`src/verilog/aof_pkg.sv`:
```
// Constants and carrier types for the converter output formatter.
// Assumes one 10 MHz ref_clk domain with a synchronous, active-low reset.
package aof_pkg;
  // Register byte addresses.
  localparam logic [7:0]  AOF_CFG_ADDR  = 8'h00;
  localparam logic [7:0]  AOF_MODE_ADDR = 8'h04;
  localparam logic [7:0]  AOF_STAT_ADDR = 8'h08;
  // Field positions in the configuration register.
  localparam int unsigned AOF_PHASE_BIT = 14;
  localparam int unsigned AOF_SWING_BIT = 13;
  localparam int unsigned AOF_TPAT_BIT  = 12;
  localparam int unsigned AOF_PD_I_BIT  = 11;
  localparam int unsigned AOF_PD_Q_BIT  = 10;
  localparam int unsigned AOF_DUAL_BIT  = 7;
  localparam int unsigned AOF_TWOS_BIT  = 4;
  localparam int unsigned AOF_STAMP_BIT = 3;
  localparam int unsigned AOF_EDGE_BIT  = 2;
  // Reset values.
  localparam logic [15:0] AOF_CFG_RST   = 16'h0000;
  localparam logic        AOF_MODE_RST  = 1'b0;
  // Synchronised pin indices.
  localparam int unsigned AOF_PIN_NDEMUX = 0;
  localparam int unsigned AOF_PIN_TPAT  = 1;
  localparam int unsigned AOF_PIN_PHASE = 2;
  localparam int unsigned AOF_PIN_EXTCTL = 3;
  // Last cycle of an output word: 2 cycles non-demux, 4 demux.
  localparam logic [1:0]  AOF_ND_LAST   = 2'h1;
  localparam logic [1:0]  AOF_DM_LAST   = 2'h3;
  localparam logic [1:0]  AOF_DM_HALF   = 2'h2;
  // Test pattern low words and sequences (bit n is word n).
  localparam logic [11:0] AOF_LO_QD     = 12'h000;
  localparam logic [11:0] AOF_LO_ID     = 12'h004;
  localparam logic [11:0] AOF_LO_Q      = 12'h008;
  localparam logic [11:0] AOF_LO_I      = 12'h010;
  localparam logic [9:0]  AOF_DM_SEQ    = 10'h00a;
  localparam logic [9:0]  AOF_ND_SEQ    = 10'h3ac;
  localparam logic [3:0]  AOF_DM_LEN    = 4'h5;
  localparam logic [3:0]  AOF_ND_LEN    = 4'ha;
  // One converter result pair.
  typedef struct packed {
    logic [11:0] q;
    logic [11:0] i;
    logic        q_or;
    logic        i_or;
  } aof_conv_t;
  // The output buses and over-range pins.
  typedef struct packed {
    logic [11:0] q_delayed_bus;
    logic [11:0] i_delayed_bus;
    logic [11:0] q_bus;
    logic [11:0] i_bus;
    logic        q_overrange_out;
    logic        i_overrange_out;
  } aof_out_t;
endpackage : aof_pkg

```
`src/verilog/aof_formatter.sv`:
```
// Output formatter: data format, demux, forwarded clock, test pattern, time stamp.
// Assumes the converter offers a result pair every two ref_clk cycles and
// that software writes registers over a plain strobe port in this domain.
`timescale 1ns/1ps
`default_nettype none
module aof_formatter (
  input  wire logic             ref_clk,               // Clock, 10 MHz.
  input  wire logic             rstn,                  // Sync reset, low.
  input  wire logic [7:0]       reg_addr,              // Register address.
  input  wire logic [15:0]      reg_wdata,             // Write data.
  input  wire logic             reg_wr,                // Write strobe.
  input  wire logic             reg_rd,                // Read strobe.
  output logic [15:0]           reg_rdata,             // Read data.
  input  wire logic             extended_control_mode, // Register control pin.
  input  wire logic             ddr_phase_pin,         // DDR phase pin.
  input  wire logic             test_pattern_pin,      // Pattern pin.
  input  wire logic             nondemux_pin,          // Non-demux pin.
  input  wire logic             out_clock_reset_in,    // Async trigger.
  input  wire aof_pkg::aof_conv_t conv_in,             // Converter pair.
  output logic                  sample_take,           // Pair taken now.
  output aof_pkg::aof_out_t     out_bus,               // Output buses.
  output logic                  forwarded_out_clock,   // Data clock.
  output logic                  output_swing_select    // Swing level.
);
  import aof_pkg::*;

  // All state of the block in one record.
  typedef struct packed {
    logic [15:0] cfg;     // Configuration register.
    logic        sdr_en;  // SDR enable.
    logic [3:0]  pin_s1;  // Pin synchroniser, first stage.
    logic [3:0]  pin_s2;  // Pin synchroniser, second stage.
    logic [2:0]  trig;    // Trigger synchroniser.
    logic [1:0]  pos;     // Cycle inside the output word.
    logic        nd_mode; // Demux choice, switched at word ends.
    logic [3:0]  pat;     // Test pattern word index.
    logic [11:0] hold_q;  // Earlier Q sample in demux.
    logic [11:0] hold_i;  // Earlier I sample in demux.
    logic        hold_qo; // Earlier Q over-range.
    logic        hold_io; // Earlier I over-range.
    logic        clk;     // Forwarded clock level.
    aof_out_t    bus;     // Registered outputs.
    logic [15:0] rdata;   // Registered read data.
  } aof_state_t;

  aof_state_t  st;      // Current state.
  aof_state_t  next_st; // Next state.
  logic        ext_ctl; // Register control active.
  logic        nd;      // Non-demux mode.
  logic        tp_en;   // Test pattern active.
  logic        ph90;    // DDR 90 degree phase.
  logic        sdr;     // SDR active.
  logic [1:0]  last;    // Last cycle of a word.
  logic        take;    // Converter pair taken.
  logic        load;    // New word launched next edge.
  logic        pat_hi;  // Pattern word is the complement.
  logic [3:0]  pat_len; // Pattern sequence length.

  // Mode decode from synchronised pins and registers.
  assign ext_ctl = st.pin_s2[AOF_PIN_EXTCTL];
  // Only the pin decides demux; no register reaches it.
  // It is applied at a word end, so the word counter can never
  // stand beyond the shorter non-demux word when the pin moves.
  assign nd      = st.nd_mode;
  assign tp_en   = ext_ctl ? st.cfg[AOF_TPAT_BIT] : st.pin_s2[AOF_PIN_TPAT];
  // The 90 degree phase is refused in non-demux mode.
  assign ph90    = !nd && (ext_ctl ? st.cfg[AOF_PHASE_BIT] : st.pin_s2[AOF_PIN_PHASE]);
  // SDR exists only in extended control and demux modes.
  assign sdr     = ext_ctl && st.sdr_en && !nd;
  assign last    = nd ? AOF_ND_LAST : AOF_DM_LAST;
  assign take    = st.pos[0];
  assign load    = (st.pos == last);
  assign pat_len = nd ? AOF_ND_LEN : AOF_DM_LEN;
  assign pat_hi  = nd ? AOF_ND_SEQ[st.pat] : AOF_DM_SEQ[st.pat];

  // Outputs, all straight from flip-flops, the take handshake included.
  assign sample_take         = take;
  assign out_bus             = st.bus;
  assign forwarded_out_clock = st.clk;
  assign output_swing_select = st.cfg[AOF_SWING_BIT];
  assign reg_rdata           = st.rdata;

  // Formats one sample and inserts the trigger bit.
  // The trigger joins at capture, so it keeps the data's latency.
  function automatic logic [11:0] fmt(input logic [11:0] x);
    logic [11:0] y;
    y = {x[11] ^ st.cfg[AOF_TWOS_BIT], x[10:0]};
    if (st.cfg[AOF_STAMP_BIT]) begin
      y[0] = st.trig[2];
    end
    return y;
  endfunction : fmt

  // Next-state logic for the whole block.
  always_comb begin
    logic [11:0] fill;
    fill = {12{pat_hi}};
    next_st = st;
    // Two flops per pin before any logic looks at them.
    next_st.pin_s1 = {extended_control_mode, ddr_phase_pin,
                      test_pattern_pin, nondemux_pin};
    next_st.pin_s2 = st.pin_s1;
    // Three stages; only trig[2] feeds logic.
    next_st.trig = {st.trig[1:0], out_clock_reset_in};
    // Word timing.
    next_st.pos = load ? 2'h0 : st.pos + 2'h1;
    // Demux keeps the earlier sample for the delayed buses.
    if (take && !load) begin
      next_st.hold_q  = fmt(conv_in.q);
      next_st.hold_i  = fmt(conv_in.i);
      next_st.hold_qo = conv_in.q_or;
      next_st.hold_io = conv_in.i_or;
    end
    if (load) begin
      // Demux choice follows its synchronised pin, one word at a time.
      next_st.nd_mode = st.pin_s2[AOF_PIN_NDEMUX];
      // Pattern index wraps at the sequence length.
      next_st.pat = (st.pat >= pat_len - 4'h1) ? 4'h0 : st.pat + 4'h1;
      if (tp_en) begin
        // Converter results are ignored while the pattern runs.
        if (nd) begin
          next_st.bus.q_delayed_bus = 12'h000;
          next_st.bus.i_delayed_bus = 12'h000;
          next_st.bus.q_bus = AOF_LO_QD ^ fill;
          next_st.bus.i_bus = AOF_LO_ID ^ fill;
        end else begin
          next_st.bus.q_delayed_bus = AOF_LO_QD ^ fill;
          next_st.bus.i_delayed_bus = AOF_LO_ID ^ fill;
          next_st.bus.q_bus = AOF_LO_Q ^ fill;
          next_st.bus.i_bus = AOF_LO_I ^ fill;
        end
        next_st.bus.q_overrange_out = pat_hi;
        next_st.bus.i_overrange_out = pat_hi;
        // A powered-down channel shows zeros instead.
        if (st.cfg[AOF_PD_Q_BIT]) begin
          next_st.bus.q_delayed_bus   = 12'h000;
          next_st.bus.q_bus           = 12'h000;
          next_st.bus.q_overrange_out = 1'b0;
        end
        if (st.cfg[AOF_PD_I_BIT]) begin
          next_st.bus.i_delayed_bus   = 12'h000;
          next_st.bus.i_bus           = 12'h000;
          next_st.bus.i_overrange_out = 1'b0;
        end
      end else if (nd) begin
        // One bus per channel at the full sample rate.
        next_st.bus.q_delayed_bus   = 12'h000;
        next_st.bus.i_delayed_bus   = 12'h000;
        next_st.bus.q_bus           = fmt(conv_in.q);
        next_st.bus.i_bus           = fmt(conv_in.i);
        next_st.bus.q_overrange_out = conv_in.q_or;
        next_st.bus.i_overrange_out = conv_in.i_or;
      end else begin
        // Earlier pair on the delayed buses: 1:2 per channel,
        // or 1:4 of the interleaved stream, earliest Q first.
        next_st.bus.q_delayed_bus   = st.hold_q;
        next_st.bus.i_delayed_bus   = st.hold_i;
        next_st.bus.q_bus           = fmt(conv_in.q);
        next_st.bus.i_bus           = fmt(conv_in.i);
        next_st.bus.q_overrange_out = st.hold_qo | conv_in.q_or;
        next_st.bus.i_overrange_out = st.hold_io | conv_in.i_or;
      end
    end
    // Forwarded clock, registered like the buses, with its edges placed by mode.
    if (sdr) begin
      // High in the first half of a word; inverted for falling mode.
      next_st.clk = (next_st.pos < AOF_DM_HALF) ^ st.cfg[AOF_EDGE_BIT];
    end else if (ph90) begin
      // Edge in mid-word, centred in the data cell.
      if (next_st.pos == AOF_DM_HALF) begin
        next_st.clk = !st.clk;
      end
    end else if (load) begin
      // Edge together with each new word.
      next_st.clk = !st.clk;
    end
    // Register writes.
    if (reg_wr) begin
      case (reg_addr)
        AOF_CFG_ADDR: begin
          next_st.cfg = reg_wdata;
        end
        AOF_MODE_ADDR: begin
          next_st.sdr_en = reg_wdata[0];
        end
        default: begin
          // Unmapped writes are ignored.
        end
      endcase
    end
    // Register reads, answered the next cycle.
    next_st.rdata = 16'h0000;
    if (reg_rd) begin
      case (reg_addr)
        AOF_CFG_ADDR: begin
          next_st.rdata = st.cfg;
        end
        AOF_MODE_ADDR: begin
          next_st.rdata = {15'h0000, st.sdr_en};
        end
        AOF_STAT_ADDR: begin
          next_st.rdata = {6'h00, st.pat, st.trig[2], sdr, ph90,
                           tp_en, ext_ctl, nd};
        end
        default: begin
          // Unmapped reads return zero.
          next_st.rdata = 16'h0000;
        end
      endcase
    end
  end

  // State register with synchronous reset.
  always_ff @(posedge ref_clk) begin
    if (!rstn) begin
      st        <= '0;
      st.cfg    <= AOF_CFG_RST;
      st.sdr_en <= AOF_MODE_RST;
    end else begin
      st <= next_st;
    end
  end
endmodule : aof_formatter
`default_nettype wire

```
`config.mk`:
```
export PLATFORM = sky130hd
export DESIGN_NAME = aof_formatter
export DESIGN_NICKNAME = d
export VERILOG_FILES = /design/src/verilog/aof_pkg.sv /design/src/verilog/aof_formatter.sv
export SDC_FILE = /design/constraint.sdc
export NUM_CORES = 1
export LEC_CHECK = 0
export BUFFER_PORTS_ARGS = -buffer_cell sky130_fd_sc_hd__buf_2
export CAP_MARGIN = 5
export CORE_ASPECT_RATIO = 0.7
export CORE_MARGIN = 10
export CORE_UTILIZATION = 54
export CTS_CLUSTER_DIAMETER = 50
export DETAILED_ROUTE_END_ITERATION = 12
export PLACE_DENSITY_LB_ADDON = 0.25
export SLEW_MARGIN = 30
export SYNTH_ARGS = -nofsm -noshare
export SYNTH_HDL_FRONTEND = slang
export SYNTH_SLANG_ARGS = --single-unit
```
`constraint.sdc`:
```
create_clock -name ref_clk -period 3.05 [get_ports ref_clk]
set_input_delay 0.1525 -clock ref_clk [delete_from_list [all_inputs] [get_ports ref_clk]]
set_output_delay 0.1525 -clock ref_clk [all_outputs]
set_load 0.05 [all_outputs]
```
# After elaboration in Yosys (flattened, before gate mapping)
# Memories as Yosys holds them, arrays and structs flattened. A register that Yosys moved wholly into a read port is not among the register bits.
# Index checks and enable logic that the tools add are counted.
# Widths: inputs -> output; s select.
# totals
register_bits	128
rom_bits	32
inputBits	59
out_inout_bits	69
word_cells	81
memories	2
# op_classes
addsub	3
magnitude_cmp	3
n_eq_ne	5
n_mux	29
n_bitwise	6
reduce_logical	13
# memory_table
memory	words	word_bits	rd	rd_clocked_by_memory_dff	write_ports	line	source
(name not given)	16	1	1	1	0	aof_formatter.sv:74	assign pat_hi = nd ? AOF_ND_SEQ[st.pat] : AOF_DM_SEQ[st.pat];
(name not given)	16	1	1	1	0	aof_formatter.sv:74	
# ops
cell	count
$mux 50	2
$mux 12	4
$mux 48	1
$pmux 16 s3	1
$mux 4	6
$mux 1	13
$eq 8x3->1 const B	1
$eq 8x4->1 const B	1
$logic_not 8->1	1
$reduce_and 2->1	4
$lt 4x5->1 const B	1
$add 4x1->4 const B	1
$ge 4x4->1	1
$logic_and 1x1->1	4
$mux 2	2
$sub 4x1->4 const B	1
$logic_not 1->1	3
$ne 3x1->1 const B	1
$reduce_bool 3->1	1
$xor 1x1->1	3
$add 2x1->2 const B	1
$eq 2x2->1	1
$eq 2x2->1 const B	1
$lt 2x2->1 const B	1
2 further kinds	3

# Depth between registers and ports, before layout
# Gate-level depths: netlist (run 1).
# logic_depth
word_depth	7
depth_mapped	8
depth_no_buf	7

# Least setup slack after synthesis (run 1)
# No wires, ideal clock.
# synth_timing
path_type	flip-flop to flip-flop
start	register st (netlist bit nd)
end	register (tool-made name)
setup_time_ps	122
arrival_ps	2025
t_required_ps	2928
path_slack_ps	903
path_stages_with_launch	9
path_buffers	1
synth_period_minus_slack_ps	2147
cell_sequence	dfxtp_1 -> buf_2 -> inv_1 -> ha_1 -> nand2_1 -> o21ai_0 -> o21ai_1 -> a21o_1 -> a221o_1
# synth_rtl
item	line	source
start, declared	aof_formatter.sv:46	aof_state_t st;
start signal, assigned	aof_formatter.sv:220	st <= next_st;

==> qor.csv, run 1 <==
metric,value,unit
run_status,completed,
first_iter_violations,502,
rsz0062_at_grt,no,
drtPass1Iterations,5,
layout-drive-gt1-share,0.2393,
peakVddDrop,473.6,uV
post-synth-top-count-cell,dfxtp_1,
finalCriticalPeriod,2.558,ns
clock-root-buffer,clkbuf_16,
post-route-util,0.6498,
antenna_left,0,
crit_required,3.34,ns
finalNonFillerCells,852,
die_x,140.4,um
final_cell_area,6366,um2
worstPathMaxFanout,13,
dp_cells,806,
fill_cells,824,
cp_num_buf_inv,1,
crit_path_top_delay_cell,dfxtp_1,
syn_inst,648,
clk_path_buf_depth,2,
postPlaceCellArea,5679,um2
grt_max_degree,49,
crit_family,compound AO/OA/AOI/OAI gates,
hpwl,10.13,mm
gp_congestion,0.8112,
async_reset_ff_frac,0,
finalHoldViolCount,0,
ys_seq_elements,130,
die_h,104.3,um
grt_pass1_vias,4330,
netlist_top_cells_area,"dfxtp_1 47%, buf_4 9.5%, nand2_1 6.9%",
synthFlopType,dfxtp_1,
ios,128,
start_kind,register,
regArea,2603,um2
ys_warn_count,0,
syn_to_final_growth,16.19,%
numCtsBuffers,17,
crit_type,reg -> reg,
drcViolationCount,0,
h-tree-depth,4,
cp-end-kind,register,
drt_wl_total,14.20,mm
cts_sinks,130,
fmax,390.9,MHz
hold_depth,3,
p_leak,2.861,nW
clkTransAtPathRegs,0.06,ns
synth_top_cell_by_area,dfxtp_1,
avgRoutedWirePerCell,16.67,um
max_slew_margin,0.4100,
dieArea,14640,um2
rr_startpoint,nd,
io_buffers,127,
cp_cell_sequence,inv_1 > ha_1 > nand2_1 > o21ai_0 > o21ai_1 > a21o_1 > a221o_1,
core_area,9797,um2
skew,0.006088,ns
hold_class,in -> reg,
final_nets,773,
min_to,output_swing_select,
rrSetupSlack,0.49,ns
rows,30,
ys_types,40,
finalSetupViolations,0,
cts_tree,done,
arrival,2.84,ns
path_depth,7,
syn_avg_cell_area,8.455,um2
tightestPinTransition,0.8792,ns
fin_crit_sh,0.8387,
power,4.129,mW
finalSetupTns,0,ns
track_usage,0.1880,
rr_worst_depth,7,
synth-seq-area-share,0.4750,
synth_top_area_share,0.4750,
initial_core_util,0.5593,
synth-edff-count,0,
cap_viol_max_count,0,
critPathLaunch,nd,
clk-insertion-delay-late,0.40,ns
syn_area,5479,um2
antenna_found_initial,1,
critPathMaxStageDelay,0.64,ns
yosys-top-cells-count,"130 x dfxtp_1, 101 x nand2_1, 69 x buf_4, 65 x nor2_1, 54 x o21ai_0",
drv_slew,0,
multi_input_area,2183,um2
cellPowerDensity,648.5,nW/um2
overflow,0,
hp-start,reg_wdata[13],
grt_first_pass_wirelength,22.52,mm
syn_nets,711,
num_vias,4492,
viasPerCell,5.272,
## kinds of logic after synthesis
family                     share of synthesized area
and+or+nand+nor                               0.1683
xor gates and xnor gates                     0.01096
buffers and inverters                         0.1279
muxes                                       0.009363
AOI/OAI and AO/OA                             0.1994
adders and majority gates                   0.009135
DFF                                           0.4750
## placed cells by master (no fill, tap or decap), types with 6 or more instances in the layout
| cell type | Yosys | routed |
|---|---|---|
| a21boi_0 | 42 | 42 |
| clkbuf_16 | 0 | 17 |
| a22oi_1 | 8 | 8 |
| and2_1 | 23 | 22 |
| clkbuf_1 | 24 | 7 |
| a21oi_1 | 52 | 52 |
| dlygate4sd3_1 | 0 | 13 |
| buf_4 | 69 | 10 |
| nor2_1 | 65 | 64 |
| o21ai_0 | 54 | 54 |
| dfxtp_1 | 130 | 130 |
| nand2_1 | 101 | 101 |
| inv_1 | 6 | 6 |
| buf_2 | 14 | 127 |
## worst register-to-register path: stages, from the launching register on
cell     delay, ns
dfxtp_1       0.64
inv_1         0.26
ha_1          0.36
nand2_1       0.05
o21ai_0       0.45
o21ai_1       0.14
a21o_1        0.20
a221o_1       0.35
## area by class of cell
cell class              instances  area share
well taps                     128     0.02516
clock inverters                 4    0.007469
inverters                       6    0.003538
flip-flops and latches        130      0.4088
diodes                          1   0.0003931
multi-input cells             405      0.3430
repair buffers                150      0.1321
clock buffers                  28     0.07960
## stage by stage
step           setup slack [ns]  hold WS [ns]
3_3_place_gp             0.6266        0.3593
5_1_grt                  0.2729      0.006999
6_report                 0.4919      0.008358
3_5_place_dp             0.5474        0.3607
4_1_cts                  0.5238     0.0001679
2_1_floorplan            0.9034        0.2798
## worst max path at each step
stage	slack, ns	endpoint
2_1_floorplan	0.90	register
3_3_place_gp	0.63	register
3_5_place_dp	0.55	register
4_1_cts	0.52	register
5_1_grt	0.27	register
6_report	0.49	register
## flip-flops by register name (all words and copies together) (netlist names), named ones only
register / count
st: 51
output_swing_select: 1
nd: 1
ext_ctl: 1
reg_rdata: 16
out_bus: 50
forwarded_out_clock: 1
sample_take: 1
next_st: 6
## per-layer routing
layer | part of all wire | vias to the layer above | track usage
met5 | 0 | - | 0
met4 | 0.010 | 0 | 0.05809
met3 | 0.10 | 20 | 0.07482
met2 | 0.44 | 181 | 0.2745
met1 | 0.45 | 2063 | 0.2473
li1 | - | 2228 | -
## power breakdown
part	switching (mW)	internal (mW)
registers	0.0427	1.77
clock network	0.695	1.21
logic	0.286	0.131
total	1.02	3.11
## repair_timing
| item | CTS | global route |
|---|---|---|
| endpoints found under the hold margin | 13 | 0 |
| hold buffers | 13 | 0 |
| resized for setup | 0 | 0 |
| buffers inserted | 0 | 0 |
Note: power is estimated with default switching activity, not from simulation.
==> run 2: changes to the inputs <==
- ABC_AREA: not set -> 1
- clock period: 3.05 -> 2.6 ns (I/O delays scaled with it)
==> run 2 against run 1 <==
Compared with the run above: sequential share of layout area is 1.7 points lower; power rose by 27%; core utilization fell by 0.38 points; design area grew 4.3%.
==> qor.csv, run 2 <==
metric,value,unit
critPathMaxStageDelay,0.44,ns
crit_required,2.89,ns
syn_to_final_growth,17.18,%
clk-insertion-delay-late,0.40,ns
final_nets,869,
syn_inst,738,
synth_top_area_share,0.4593,
initial_core_util,0.5513,
cts_tree,done,
async_reset_ff_frac,0,
clkTransAtPathRegs,0.05,ns
p_leak,3.211,nW
die_x,142.4,um
largest_register_ffs,51,
post-synth-top-count-cell,dfxtp_1,
peakVddDrop,525.6,uV
cap_viol_max_count,0,
max_slew_margin,0.5214,
drcViolationCount,0,
layout-drive-gt1-share,0.2120,
hpwl,10.28,mm
viasPerCell,5.300,
synthFlopType,dfxtp_1,
crit_family,simple AND/OR/NAND/NOR gates,
cp_num_buf_inv,3,
cts_hold_buf,20,
cp-end-kind,register,
crit_path_top_delay_cell,inv_2,
finalSetupViolations,0,
grt_pass1_vias,4923,
drv_slew,0,
h-tree-depth,4,
run_status,completed,
rows,31,
dieArea,15060,um2
regMostFlops,st,
drtPass1Iterations,7,
finalHoldViolCount,0,
worstPathMaxFanout,28,
syn_area,5667,um2
rsz0062_at_grt,no,
num_vias,5024,
skew,0.005936,ns
synth-seq-area-share,0.4593,
grt_first_pass_wirelength,24.10,mm
arrival,2.30,ns
postPlaceCellArea,5842,um2
clock-root-buffer,clkbuf_16,
grt_max_degree,74,
track_usage,0.1964,
overflow,0,
cts_resized,0,
die_h,105.7,um
syn_avg_cell_area,7.678,um2
yosys-top-cells-count,"130 x dfxtp_1, 84 x nor2_1, 75 x buf_4, 74 x o21ai_0, 72 x inv_1",
antenna_left,0,
post-cts-setup-buffer-count,0,
clk_path_buf_depth,2,
gp_congestion,0.8161,
cellPowerDensity,791.8,nW/um2
antenna_cells,0,
netlist_top_cells_area,"dfxtp_1 46%, buf_4 9.9%, o21ai_0 6.5%",
finalCriticalPeriod,2.018,ns
ys_warn_count,0,
first_iter_violations,405,
numCtsBuffers,17,
synth-edff-count,0,
cts_sinks,130,
crit_type,reg -> reg,
ios,128,
layout_common_cells,"130 x dfxtp_1, 127 x buf_2, 84 x nor2_1",
antenna_found_initial,0,
syn_nets,801,
core_area,10280,um2
final_common_cell,dfxtp_1,
fmax,495.4,MHz
finalSetupTns,0,ns
tightestPinTransition,0.7172,ns
drt_wl_total,14.91,mm
avgRoutedWirePerCell,15.72,um
final_cell_area,6640,um2
cp_cell_sequence,inv_1 > nand2_1 > nand2_2 > inv_2 > nor2_2 > nand2_2 > nand2_1 > o21ai_0 > inv_1,
ys_seq_elements,130,
start_kind,register,
hold_class,in -> reg,
ys_types,29,
fin_crit_sh,0.7763,
io_buffers,127,
synth_top_cell_by_area,dfxtp_1,
## run 2: cell types whose count changed after synthesis, moves of 6 or more
cell | before | now
a21boi_0 | 42 | 0
a21oi_1 | 52 | 65
a22oi_1 | 8 | 0
and2_1 | 23 | 0
buf_4 | 69 | 75
clkbuf_1 | 24 | 14
inv_1 | 6 | 72
nand2_1 | 101 | 70
nand3_1 | 5 | 70
nor2_1 | 65 | 84
nor3_1 | 2 | 8
o211ai_1 | 2 | 21
o21ai_0 | 54 | 74
## run 2: stage by stage
step / instances / setup slack, ns / utilization / power, mW / hold slack (ns)
floorplan: 738 / 0.9618 / - / 2.736 / 0.2276
global placement: 899 / 0.7531 / 0.5684 / 2.831 / 0.3138
detailed placement: 899 / 0.6563 / 0.5684 / 2.846 / 0.3200
CTS: 948 / 0.6271 / 0.6460 / 5.284 / 0.001261
global route: 948 / 0.3726 / 0.6460 / 5.439 / 0.009797
finish: 948 / 0.5815 / 0.6460 / 5.258 / 0.01214
## run 2: worst paths after layout
kind | startpoint | endpoint | slack (ns) | cells after the start
worst min register to register | next_st[106] | ext_ctl | 0.41 | 2
worst min-delay path | conv_in[17] | st[84] | 0.01 | 3
worst max register to register | ext_ctl | out_bus[27] | 0.58 | 9
worst max-delay path | ext_ctl | out_bus[27] | 0.58 | 9
## run 2: area by class of cell
cell class                      instances  area (um2)
Fill cell                             884        3638
Sequential cell                       130        2603
Multi-Input combinational cell        423        2062
Timing Repair Buffer                  157       923.4
Clock buffer                           23       467.9
Inverter                               77       289.0
Tap cell                              132       165.2
Clock inverter                          6       130.1
## run 2: worst reg2reg max path, delay by kind of cell (launching register included)
kind	cells	cell delay, ns
AOI/OAI and AO/OA	1	0.19
buffers and inverters	3	0.62
DFF	1	0.42
and+or+nand+nor	5	0.66
## run 2: logic make-up after synthesis
group,Yosys count,synth area share
XOR/XNOR,2,0.003092
AO/OA/AOI/OAI,173,0.1643
flip-flops,130,0.4593
AND/OR/NAND/NOR,244,0.1877
buffers and inverters,185,0.1769
adder cells (fa/ha/maj),4,0.008832
## run 2: where the power goes
| group | switching [mW] | internal, mW |
|---|---|---|
| Clock | 0.782 | 1.63 |
| Sequential | 0.0587 | 2.10 |
| Combinational | 0.477 | 0.203 |
## run 2: metal layers
| metal | part of all wire | global-route usage |
|---|---|---|
| met4 | 0.018 | 0.06484 |
| met1 | 0.43 | 0.2450 |
| met3 | 0.082 | 0.06547 |
| met2 | 0.47 | 0.3122 |
| met5 | 0 | 0 |
